--- src/ctd_cfg.svh ---
// Summary of operation
// - one 14-bit word holds opcode and operands
// - direct and computed calls take two cycles
// - all three returns take two cycles
// - taken jumps, branches, skips take two cycles
// - indirect access to program space adds cycle
// - one instruction cycle is four clocks
// - file instructions read before they store
// - destination bit: 0 accumulator, 1 file
// - file address field covers 0x00 to 0x7f
// - bit field picks one of eight bits
// - don't-care opcode bits are ignored
// - pointer number selects pointer 0 or 1
// - mode 00/01/10/11 pre/post inc/dec, offset -32..31
// - indirect store writes accumulator via pointer
// - window addresses redirect through their pointer
// - pointers are 16 bits and wrap
// - pointer update leaves status flags alone
`ifndef CTD_CFG_SVH
`define CTD_CFG_SVH

`define CTD_CLK_MHZ      250
`define CTD_OSC_PER_ICYC 4
`define CTD_PHASE_LAST   2'h3

`define CTD_ADDR_INSTR   6'h00
`define CTD_ADDR_ACC     6'h01
`define CTD_ADDR_PTR0    6'h02
`define CTD_ADDR_PTR1    6'h03
`define CTD_ADDR_STAT    6'h04
`define CTD_ADDR_PC      6'h05
`define CTD_HSIZE_WORD   3'h2

`define CTD_RST_ACC      8'h00
`define CTD_RST_PTR      16'h0000
`define CTD_RST_PC       11'h000

`define CTD_CAT          13:12
`define CTD_OP           11:8
`define CTD_BOP          11:10
`define CTD_BIT          9:7
`define CTD_FILE         6:0
`define CTD_DEST         7
`define CTD_K11          10:0
`define CTD_K9           8:0
`define CTD_K8           7:0
`define CTD_N_MM         2
`define CTD_MM           1:0
`define CTD_N_K          6
`define CTD_K6           5:0
`define CTD_PM_BIT       15

`define CTD_CAT_BYTE     2'h0
`define CTD_CAT_BIT      2'h1
`define CTD_CAT_CTRL     2'h2
`define CTD_CAT_LIT      2'h3

`define CTD_OP_MOVF      4'h0
`define CTD_OP_INCF      4'h1
`define CTD_OP_DECF      4'h2
`define CTD_OP_CLRF      4'h3
`define CTD_OP_ADDWF     4'h4
`define CTD_OP_DECSZ     4'h5
`define CTD_OP_INCSZ     4'h6
`define CTD_OP_MOVWF     4'h7

`define CTD_BOP_SET      2'h0
`define CTD_BOP_CLR      2'h1
`define CTD_BOP_SKIPCLR  2'h2
`define CTD_BOP_SKIPSET  2'h3

`define CTD_OP_NOP       4'h0
`define CTD_OP_JUMP      4'h1
`define CTD_OP_CALL      4'h2
`define CTD_OP_COMPUTED_SUBROUTINE_JUMP     4'h3
`define CTD_OP_RET       4'h4
`define CTD_OP_RETLIT    4'h5
`define CTD_OP_RETINT    4'h6
`define CTD_OP_BRANCH    4'h7
`define CTD_OP_BRANCHW   4'h8

`define CTD_OP_MOVLW     4'h0
`define CTD_OP_STMODE    4'h1
`define CTD_OP_STOFFS    4'h2

`define CTD_MM_PREINC    2'h0
`define CTD_MM_PREDEC    2'h1
`define CTD_MM_POSTINC   2'h2
`define CTD_MM_POSTDEC   2'h3

`define CTD_WIN0         7'h00
`define CTD_WIN1         7'h01
`define CTD_RAM_DEPTH    128

`endif

--- src/ctd_pkg.sv ---
package ctd_pkg;

  typedef enum logic [1:0] {st_idle, st_first, st_extra} ctd_state_t;

  typedef struct packed {
    logic       pend;
    logic       wr;
    logic [5:0] idx;
  } ctd_bus_t;

  typedef struct packed {
    logic       we;
    logic [6:0] addr;
    logic [7:0] data;
  } ctd_wr_t;

  typedef struct packed {
    ctd_state_t  st;
    ctd_bus_t    bus;
    logic        hready;
    logic [31:0] hrdata;
    logic        hresp;
    logic [13:0] ir;
    logic [7:0]  acc;
    logic [15:0] ptr0;
    logic [15:0] ptr1;
    logic [10:0] pc;
    logic [10:0] stk;
    logic        z;
    logic        c;
    logic        dc;
    logic [1:0]  cyc_left;
    logic [2:0]  last_cyc;
  } ctd_core_t;

endpackage

--- src/ctd_file_ram.sv ---
`timescale 1ns/10ps
`include "ctd_cfg.svh"
module ctd_file_ram (
  input  wire logic           core_clk,
  input  wire logic           rd_en,
  input  wire logic [6:0]     rd_addr,
  input  wire ctd_pkg::ctd_wr_t wr,
  output logic [7:0]          rd_data
);
  logic [7:0] mem [`CTD_RAM_DEPTH];
  logic [7:0] rd_data_reg;

  // no reset on the array: file register contents are undefined after reset
  always_ff @(posedge core_clk) begin
    if (wr.we) begin
      mem[wr.addr] <= wr.data;
    end
    if (rd_en) begin
      rd_data_reg <= mem[rd_addr];
    end
  end

  assign rd_data = rd_data_reg;
endmodule // ctd_file_ram

--- src/ctd_phase.sv ---
`timescale 1ns/10ps
`include "ctd_cfg.svh"
module ctd_phase (
  input  wire logic       core_clk,
  input  wire logic       rst_n,
  input  wire logic       run,
  output logic [1:0]      phase,
  output logic            cyc_end
);
  logic [1:0] phase_reg;
  logic [1:0] phase_next;

  // held at zero while idle so every instruction starts on its first quarter
  always_comb begin
    phase_next = run ? phase_reg + 2'h1 : 2'h0;
  end

  always_ff @(posedge core_clk) begin
    if (!rst_n) begin
      phase_reg <= 2'h0;
    end else begin
      phase_reg <= phase_next;
    end
  end

  assign phase   = phase_reg;
  assign cyc_end = run && (phase_reg == `CTD_PHASE_LAST);
endmodule // ctd_phase

--- src/ctd_core.sv ---
`timescale 1ns/10ps
`include "ctd_cfg.svh"
module ctd_core (
  input  wire logic        core_clk,
  input  wire logic        rst_n,
  input  wire logic        hsel,
  input  wire logic [31:0] haddr,
  input  wire logic [1:0]  htrans,
  input  wire logic        hwrite,
  input  wire logic [2:0]  hsize,
  input  wire logic [31:0] hwdata,
  input  wire logic        hready,
  output logic             hreadyout,
  output logic [31:0]      hrdata,
  output logic             hresp
);
  ctd_pkg::ctd_core_t s;
  ctd_pkg::ctd_core_t n;
  ctd_pkg::ctd_wr_t   wr;
  logic               rd_en;
  logic [6:0]         rd_addr;
  logic [7:0]         rd_data;
  logic [1:0]         phase;
  logic               cyc_end;
  logic               busy;
  logic [1:0]         cat;
  logic [3:0]         op;
  logic               is_file;
  logic               is_st;
  logic               ind;
  logic               psel;
  logic [15:0]        ptr;
  logic [15:0]        ea;
  logic [15:0]        ptr_new;
  logic               pm;
  logic [7:0]         opnd;
  logic [7:0]         res;
  logic               to_file;
  logic               to_acc;
  logic               skip;
  logic               flow;
  logic [1:0]         extra;
  logic [8:0]         sum9;
  logic [4:0]         sum5;

  assign busy = (s.st != ctd_pkg::st_idle);

  ctd_phase u_phase (
    .core_clk (core_clk),
    .rst_n    (rst_n),
    .run      (busy),
    .phase    (phase),
    .cyc_end  (cyc_end)
  );

  ctd_file_ram u_ram (
    .core_clk (core_clk),
    .rd_en    (rd_en),
    .rd_addr  (rd_addr),
    .wr       (wr),
    .rd_data  (rd_data)
  );

  // operand decode: all fields come from the one held word
  always_comb begin
    cat     = s.ir[`CTD_CAT];
    op      = s.ir[`CTD_OP];
    is_file = (cat == `CTD_CAT_BYTE) || (cat == `CTD_CAT_BIT);
    is_st   = (cat == `CTD_CAT_LIT) && ((op == `CTD_OP_STMODE) || (op == `CTD_OP_STOFFS));
    psel    = (op == `CTD_OP_STMODE) ? s.ir[`CTD_N_MM] : s.ir[`CTD_N_K];
    ind     = 1'b0;
    ea      = {9'h000, s.ir[`CTD_FILE]};
    ptr_new = 16'h0000;
    if (is_file) begin
      // window addresses have no storage of their own
      if (s.ir[`CTD_FILE] == `CTD_WIN0) begin
        ind = 1'b1;
        ea  = s.ptr0;
      end else if (s.ir[`CTD_FILE] == `CTD_WIN1) begin
        ind = 1'b1;
        ea  = s.ptr1;
      end
      ptr = s.ptr0;
    end else begin
      ptr = psel ? s.ptr1 : s.ptr0;
    end
    if (is_st) begin
      if (op == `CTD_OP_STOFFS) begin
        ea      = ptr + {{10{s.ir[5]}}, s.ir[`CTD_K6]};
        ptr_new = ptr;
      end else begin
        unique case (s.ir[`CTD_MM])
          `CTD_MM_PREINC: begin
            ea      = ptr + 16'h0001;
            ptr_new = ptr + 16'h0001;
          end
          `CTD_MM_PREDEC: begin
            ea      = ptr - 16'h0001;
            ptr_new = ptr - 16'h0001;
          end
          `CTD_MM_POSTINC: begin
            ea      = ptr;
            ptr_new = ptr + 16'h0001;
          end
          `CTD_MM_POSTDEC: begin
            ea      = ptr;
            ptr_new = ptr - 16'h0001;
          end
        endcase
      end
    end
    // upper half of pointer space is program memory: reads as zero, ignores stores
    pm   = (ind || is_st) && ea[`CTD_PM_BIT];
    opnd = pm ? 8'h00 : rd_data;
  end

  // result and flow
  always_comb begin
    res     = opnd;
    to_file = 1'b0;
    to_acc  = 1'b0;
    skip    = 1'b0;
    flow    = 1'b0;
    sum9    = {1'b0, s.acc} + {1'b0, opnd};
    sum5    = {1'b0, s.acc[3:0]} + {1'b0, opnd[3:0]};
    if (cat == `CTD_CAT_BYTE) begin
      to_file = s.ir[`CTD_DEST];
      to_acc  = !s.ir[`CTD_DEST];
      unique case (op)
        `CTD_OP_INCF:  res = opnd + 8'h01;
        `CTD_OP_DECF:  res = opnd - 8'h01;
        `CTD_OP_CLRF:  begin
          res     = 8'h00;
          to_file = 1'b1;
          to_acc  = 1'b0;
        end
        `CTD_OP_ADDWF: res = sum9[7:0];
        `CTD_OP_DECSZ: begin
          res  = opnd - 8'h01;
          skip = (res == 8'h00);
        end
        `CTD_OP_INCSZ: begin
          res  = opnd + 8'h01;
          skip = (res == 8'h00);
        end
        `CTD_OP_MOVWF: begin
          res     = s.acc;
          to_file = 1'b1;
          to_acc  = 1'b0;
        end
        default:       res = opnd;
      endcase
    end else if (cat == `CTD_CAT_BIT) begin
      unique case (s.ir[`CTD_BOP])
        `CTD_BOP_SET: begin
          res     = opnd | (8'h01 << s.ir[`CTD_BIT]);
          to_file = 1'b1;
        end
        `CTD_BOP_CLR: begin
          res     = opnd & ~(8'h01 << s.ir[`CTD_BIT]);
          to_file = 1'b1;
        end
        `CTD_BOP_SKIPCLR: skip = !opnd[s.ir[`CTD_BIT]];
        `CTD_BOP_SKIPSET: skip = opnd[s.ir[`CTD_BIT]];
      endcase
    end else if (cat == `CTD_CAT_CTRL) begin
      flow = (op >= `CTD_OP_JUMP) && (op <= `CTD_OP_BRANCHW);
    end
    flow  = flow || skip;
    extra = {1'b0, flow} + {1'b0, pm};
  end

  // file ram: read in the first quarter, store in the last
  always_comb begin
    rd_en   = (s.st == ctd_pkg::st_first) && (phase == 2'h0) && is_file && !pm;
    rd_addr = ea[6:0];
    wr      = '0;
    if ((s.st == ctd_pkg::st_first) && cyc_end && !pm) begin
      if ((is_file && to_file) || is_st) begin
        wr.we   = 1'b1;
        wr.addr = ea[6:0];
        wr.data = is_st ? s.acc : res;
      end
    end
  end

  always_comb begin
    n = s;
    // bus slave: one wait state on every access
    if (s.bus.pend) begin
      n.bus.pend = 1'b0;
      n.hready   = 1'b1;
      n.hrdata   = 32'h0000_0000;
      unique case (s.bus.idx)
        `CTD_ADDR_INSTR: n.hrdata = {18'h00000, s.ir};
        `CTD_ADDR_ACC:   n.hrdata = {24'h000000, s.acc};
        `CTD_ADDR_PTR0:  n.hrdata = {16'h0000, s.ptr0};
        `CTD_ADDR_PTR1:  n.hrdata = {16'h0000, s.ptr1};
        `CTD_ADDR_STAT:  n.hrdata = {25'h0000000, s.last_cyc, s.dc, s.c, s.z, busy};
        `CTD_ADDR_PC:    n.hrdata = {21'h000000, s.pc};
        default:         n.hrdata = 32'h0000_0000;
      endcase
      // writes while busy are dropped so software never races the sequencer
      if (s.bus.wr && !busy) begin
        unique case (s.bus.idx)
          `CTD_ADDR_INSTR: begin
            n.ir = hwdata[13:0];
            n.st = ctd_pkg::st_first;
          end
          `CTD_ADDR_ACC:   n.acc  = hwdata[7:0];
          `CTD_ADDR_PTR0:  n.ptr0 = hwdata[15:0];
          `CTD_ADDR_PTR1:  n.ptr1 = hwdata[15:0];
          `CTD_ADDR_PC:    n.pc   = hwdata[10:0];
          default:         n.hresp = 1'b0;
        endcase
      end
    end else if (hsel && htrans[1] && hready) begin
      n.bus.pend = 1'b1;
      n.bus.wr   = hwrite && (hsize == `CTD_HSIZE_WORD) && (haddr[31:8] == 24'h000000);
      n.bus.idx  = (haddr[31:8] == 24'h000000) ? haddr[7:2] : 6'h3f;
      n.hready   = 1'b0;
    end
    // execute at the end of each instruction's first instruction cycle
    if (cyc_end && (s.st == ctd_pkg::st_first)) begin
      n.pc = s.pc + (skip ? 11'h002 : 11'h001);
      if (is_file && to_acc) begin
        n.acc = res;
      end
      if (cat == `CTD_CAT_BYTE) begin
        if ((op == `CTD_OP_MOVF) || (op == `CTD_OP_INCF) || (op == `CTD_OP_DECF) ||
            (op == `CTD_OP_CLRF) || (op == `CTD_OP_ADDWF)) begin
          n.z = (res == 8'h00);
        end
        if (op == `CTD_OP_ADDWF) begin
          n.c  = sum9[8];
          n.dc = sum5[4];
        end
      end
      if (cat == `CTD_CAT_CTRL) begin
        unique case (op)
          `CTD_OP_JUMP:    n.pc = s.ir[`CTD_K11];
          `CTD_OP_CALL: begin
            n.stk = s.pc + 11'h001;
            n.pc  = s.ir[`CTD_K11];
          end
          `CTD_OP_COMPUTED_SUBROUTINE_JUMP: begin
            n.stk = s.pc + 11'h001;
            n.pc  = {3'h0, s.acc};
          end
          `CTD_OP_RET:     n.pc = s.stk;
          `CTD_OP_RETLIT: begin
            n.pc  = s.stk;
            n.acc = s.ir[`CTD_K8];
          end
          `CTD_OP_RETINT:  n.pc = s.stk;
          `CTD_OP_BRANCH:  n.pc = s.pc + 11'h001 + {{2{s.ir[8]}}, s.ir[`CTD_K9]};
          `CTD_OP_BRANCHW: n.pc = s.pc + 11'h001 + {3'h0, s.acc};
          default:         n.pc = s.pc + 11'h001;
        endcase
      end
      if (cat == `CTD_CAT_LIT) begin
        if (op == `CTD_OP_MOVLW) begin
          n.acc = s.ir[`CTD_K8];
        end else if (is_st) begin
          // pointer takes ptr_new, which offset mode leaves unchanged; status flags deliberately untouched
          if (psel) begin
            n.ptr1 = ptr_new;
          end else begin
            n.ptr0 = ptr_new;
          end
        end
      end
      n.last_cyc = 3'h1 + {1'b0, extra};
      if (extra == 2'h0) begin
        n.st = ctd_pkg::st_idle;
      end else begin
        n.cyc_left = extra - 2'h1;
        n.st       = ctd_pkg::st_extra;
      end
    end else if (cyc_end && (s.st == ctd_pkg::st_extra)) begin
      // flushed cycle: nothing but time passes
      if (s.cyc_left == 2'h0) begin
        n.st = ctd_pkg::st_idle;
      end else begin
        n.cyc_left = s.cyc_left - 2'h1;
      end
    end
  end

  always_ff @(posedge core_clk) begin
    if (!rst_n) begin
      s        <= '0;
      s.hready <= 1'b1;
      s.acc    <= `CTD_RST_ACC;
      s.ptr0   <= `CTD_RST_PTR;
      s.ptr1   <= `CTD_RST_PTR;
      s.pc     <= `CTD_RST_PC;
    end else begin
      s <= n;
    end
  end

  assign hreadyout = s.hready;
  assign hrdata    = s.hrdata;
  assign hresp     = s.hresp;

  logic started;
  // first quarter of the first instruction cycle marks a fresh start
  assign started = (s.st == ctd_pkg::st_first) && (phase == 2'h0);
endmodule // ctd_core

--- config.mk ---
export PLATFORM = sky130hd
export DESIGN_NAME = ctd_core
export DESIGN_NICKNAME = d
export VERILOG_FILES = /design/src/ctd_pkg.sv /design/src/ctd_file_ram.sv /design/src/ctd_phase.sv /design/src/ctd_core.sv
export VERILOG_INCLUDE_DIRS = /design/src
export SDC_FILE = /design/constraint.sdc
export NUM_CORES = 2
export LEC_CHECK = 0
export BUFFER_PORTS_ARGS = -buffer_cell sky130_fd_sc_hd__buf_4
export CAP_MARGIN = 20
export CORE_MARGIN = 2
export CORE_UTILIZATION = 55
export CTS_CLUSTER_SIZE = 16
export DETAILED_ROUTE_END_ITERATION = 8
export GPL_TIMING_DRIVEN = 0
export HOLD_SLACK_MARGIN = 0.12
export PLACE_DENSITY = 0.71
export SYNTH_ARGS = -nofsm -noshare
export SYNTH_HDL_FRONTEND = slang
export SYNTH_SLANG_ARGS = --single-unit
--- constraint.sdc ---
create_clock -name core_clk -period 13.6 [get_ports core_clk]
set_clock_uncertainty 0.15 [all_clocks]
set_input_delay 0.68 -clock core_clk [delete_from_list [all_inputs] [get_ports core_clk]]
set_output_delay 0.68 -clock core_clk [all_outputs]
set_load 0.02 [all_outputs]
# Word level (Yosys, flattened, before mapping)
# Memories as Yosys holds them, arrays and structs flattened. A register that Yosys moved wholly into a read port is not among the register bits.
# Cells that the tools add are included.
[word_totals] regBits=113 latchBits=0 ram_bits=1024 mem_bits_ro=0 inputBits=74 out_inout_bits=34 word_cells=216 mem_count=1
[classes] addsub=16 mul=0 div=0 order_cmp=3 n_eq_ne=29 n_shift=1 n_mux=76 n_bitwise=5 n_reduce_logical=67
[mem_list] memory="u_ram.mem" depth=128 width=8 read_ports=1 rd_clocked_by_memory_dff=1 write_ports=1 line_no="ctd_file_ram.sv:10" rtl="logic [7:0] mem [`CTD_RAM_DEPTH];"
[op_table] cell="$mux 16" count=14
[op_table] cell="$mux 51" count=2
[op_table] cell="$pmux 16 s6" count=1
[op_table] cell="$mux 8" count=9
[op_table] cell="$mux 65" count=1
[op_table] cell="$mux 32" count=2
[op_table] cell="$pmux 11 s5" count=1
[op_table] cell="$pmux 16 s3" count=1
[op_table] cell="$mux 40" count=1
[op_table] cell="$pmux 8 s5" count=1
[op_table] cell="$pmux 16 s2" count=1
[op_table] cell="$mux 2" count=13
[op_table] cell="$logic_not 24->1" count=1
[op_table] cell="$logic_not 8->1" count=3
[op_table] cell="$mux 11" count=2
[op_table] cell="$mux 22" count=1
[op_table] cell="$reduce_or 2->1" count=10
[op_table] cell="$mux 1" count=19
[op_table] cell="$reduce_and 3->1" count=6
[op_table] cell="$logic_and 1x1->1" count=17
[op_table] cell="$add 16x1->16 const B" count=1
[op_table] cell="$add 16x16->16" count=1
[op_table] cell="$eq 2x2->1 const B" count=8
[op_table] cell="$eq 4x3->1 const B" count=4
[op_table] cell="46 further kinds" count=77

# Logic depth before layout (Yosys ltp)
[logic_depth] ltp_word=21 depth_mapped=37 mapped_depth_nobuf=31

# By module
# A second synthesis with hierarchy kept.
[hier_totals] hier_cells=2996 area_unflattened_um2=50320.8
[modules_own_cells] module="ctd_file_ram" instances=1 cells_per_inst=1635 area_per_inst_um2=39745.6 seq_area_each_um2=30989.7
[modules_own_cells] module="ctd_core" instances=1 cells_per_inst=1355 area_per_inst_um2=10501.3 seq_area_each_um2=2222.1
[modules_own_cells] module="ctd_phase" instances=1 cells_per_inst=6 area_per_inst_um2=73.8 seq_area_each_um2=40.0

# Worst setup path before layout
# OpenSTA, ideal clock, no wires.
[synth_path] path_kind="reg2reg" from="register s, in the netlist op[2]" to="memory u_ram.mem[0][6], data pin" setup_time_ps=1154 t_arrival_ps=10900 t_required_ps=12296 setup_slack_ps=1396 path_stages_with_launch=32 n_path_buf=7 synth_period_minus_slack_ps=12204 path_cell_list="dfxtp_1 > buf_2 > nor4b_4 > mux2i_2 > buf_2 > buf_2 > buf_1 > buf_1 > nand2_1 > nand2_1 > ha_1 > nand4_1 > a2111oi_0 > o41ai_1 > o211ai_1 > xor2_1 > a211oi_4 > buf_4 > buf_2 > and2_1 > inv_1 > fa_1 > inv_1 > a21o_1 > a21oi_1 > o21bai_1 > a21o_1 > xnor2_1 > o221a_2 > a311oi_1 > nor3_1 > nor3_1"
[synth_rtl] item="from (decl)" line_no="ctd_core.sv:17" rtl="ctd_pkg::ctd_core_t s;"
[synth_rtl] item="from (signal assigned)" line_no="ctd_core.sv:299" rtl="s <= n;"
[synth_rtl] item="to (decl)" line_no="ctd_file_ram.sv:10"

==> impl_metrics.toml <==
[global_route]
grt_max_degree = 45
antenna_found_initial = 1
grt-ovfl-total = 0
grt_pass1_vias = 31068
grt_usage_pct = 29.82
grt_pass1_wl_mm = 205.8

[cells_and_area]
drive_gt1_share_pct = 19.26
seq_area_um2 = 33250
max_flop_register = "u_ram.mem"
multiInputGateArea_um2 = 16440
stdcell_area_um2 = 57490
syn2layout_area_growth_pct = 13.06
fillers = 6653
layout_commonest_cell = "edfxtp_1"
fin_nets = 3714
largest_reg_flops = 1024
mostFrequentLayoutCells = "edfxtp_1, nor2_1, mux4_2"
diodes = 0

[hold_path]
worstHoldPathType = "primary input to flop"

[timing]
min_period_over_period_pct = 71.33
period_minus_slack_ns = 9.701
max_freq_ghz = 0.1031
hold_violations = 0
relSlewSlack_pct = 20.90
worst_pin_slew_ns = 1.186
setup_viol = 0
slew_violations = 0
setup-tns-final_ns = 0
worst_slack_ns = 3.899
rsz0062_at_grt = "no"
holdWs_ns = 0.1432

[drt]
wirelength_mm = 140.8
drtPass1Iterations = 6
route.detailed.drc = 0
antenna_left = 0
drt-vias-per-instance = 6.585
wl_per_cell_um = 28.89
vias = 32080
initialDrtViolationCount = 4496

[critical_path]
path_class = "flop to flop"
path_delay_family = "buffers and inverters"
max_stage_delay_ns = 0.81
cp-start-kind = "flop"
cpMaxStageDelayCell = "nor3_2"
cp.required_ns = 14.01
arrival_ns = 10.12
cp_max_fo = 17
path_buf_inv = 10
end_kind = "flop"

[power]
clkPwrFrac_pct = 44.3
intPower_mw = 5.511
max-vdd-ir-drop_v = 0.0001390
pwr-share-seq_pct = 54.8
p_leak_nw = 21.19
powerDensity_nw_per_um2 = 119.9
swShare_pct = 20.03
p_sw_mw = 1.380
combPwrFrac_pct = 0.8

[cts]
cts_tree = "yes"
postCtsSetupBuffers = 0
clockRootBuffer = "clkbuf_16"
cts.sinks = 1145
clk_pin_slew_ns = 0.07
cts_max_level = 3
cts_buffer_depth = 3
cts_buffers = 112
clk_latency_ns = 0.73

[place]
place_area_um2 = 53750
place_congestion = 0.9876
hpwl_mm = 99.38
place_ws_ns = 4.148
port_buffers = 71

[synth]
synth_edf_count = 1032
seq_area_frac_synth_pct = 65.40
syn_area_per_cell_um2 = 15.29
synth_seq_cells = 1145
syn_area_um2 = 50850
yosysWarnings = 0
syn-instance-count = 3326
ys_types = 83
synthFlopType = "edfxtp_1"
ys_async_sr_fraction_pct = 0

[outcome]
status = "completed"

[die]
ios = 108
dieHeight_um = 308.1
die_area_um2 = 94890
fp.dieW_um = 308.1
core_area_um2 = 91660
rows = 111
initial_core_util_pct = 55.47

[run]
maxCapViolCount = 0
-- tightest hold or removal path: cells and delay by family --
| family | cells | cell delay (ns) |
|---|---|---|
| and+or+nand+nor | 1 | 0.06 |
| buffers and inverters | 1 | 0.13 |
| AOI/OAI and AO/OA | 1 | 0.07 |
-- Yosys cell counts, types with 38 or more instances --
library cell / count / share of area, %
o22ai_1: 38 / 0.47
edfxtp_1: 1032 / 61
nand3_1: 83 / 0.82
mux4_2: 247 / 11
mux2_2: 45 / 1.0
a21oi_1: 124 / 1.2
nor2_1: 301 / 2.2
a211oi_1: 51 / 0.75
nor3_1: 58 / 0.57
inv_1: 38 / 0.28
nand2_1: 203 / 1.5
xnor2_1: 41 / 0.71
dfxtp_1: 113 / 4.4
buf_2: 66 / 0.65
o21ai_0: 57 / 0.56
ha_1: 44 / 1.1
clkbuf_1: 123 / 0.91
mux2i_1: 193 / 3.8
-- timing repair --
| action | 4_1_cts | 5_1_grt |
|---|---|---|
| resized for setup | 0 | 0 |
| hold endpoints to repair | 9 | 0 |
| hold buffers | 10 | 0 |
-- power groups by stage --
stage	combinational (mW)	clock [mW]	sequential [mW]
final	0.0574	3.06	3.78
after global routing	0.0605	3.20	3.78
after CTS	0.0564	3.07	3.78
after detailed placement	0.0541	0	3.85
after global placement	0.0537	0	3.85
after floorplan	0.0270	0	3.85
-- metrics by stage --
stage          util [%]  total power, mW  cells
5_1_grt           62.72            7.040   4872
2_1_floorplan         -            3.881   3342
3_3_place_gp      57.74            3.908   4599
3_5_place_dp      58.64            3.908   4650
4_1_cts           62.69            6.905   4868
6_report          62.72            6.891   4872
-- logic make-up (layout without fill, tap and decap cells) --
kind of cell | after synthesis | count (layout) | synth area share [%]
AOI/OAI and AO/OA | 493 | 493 | 6.730
xor gates and xnor gates | 59 | 59 | 1.016
adders and majority gates | 48 | 48 | 1.240
buffers and inverters | 287 | 631 | 2.539
DFF | 1145 | 1145 | 65.40
muxes | 487 | 487 | 15.79
other | 1 | 17 | 0.007375
and+or+nand+nor | 806 | 806 | 7.279
-- layer usage --
metal	track usage, %	vias to the layer above	wire length, um
li1	-	13711	-
met1	39.91	16052	53320
met2	47.94	1902	67210
met3	5.449	413	12900
met4	13.69	2	7296
met5	0	-	18
-- final timing paths --
path | from | end | slack (ns) | cells after the start
min | hwdata[15] | s[61] | 0.14 | 3
max reg2reg | s[76] | u_ram.mem[107][5] | 3.90 | 33
min reg2reg | s[2] | s[2] | 0.31 | 2
max | s[76] | u_ram.mem[107][5] | 3.90 | 33
-- area by class of cell --
cell class                      count  area share, %
Multi-Input combinational cell   1910          28.59
Inverter                           41         0.2677
Tap cell                         1186          2.581
Clock inverter                     67          1.099
Sequential cell                  1145          57.84
Timing Repair Buffer              136          2.453
Clock buffer                      141          5.189
Buffer                            246          1.978
Power figures use the tool's default switching activity.
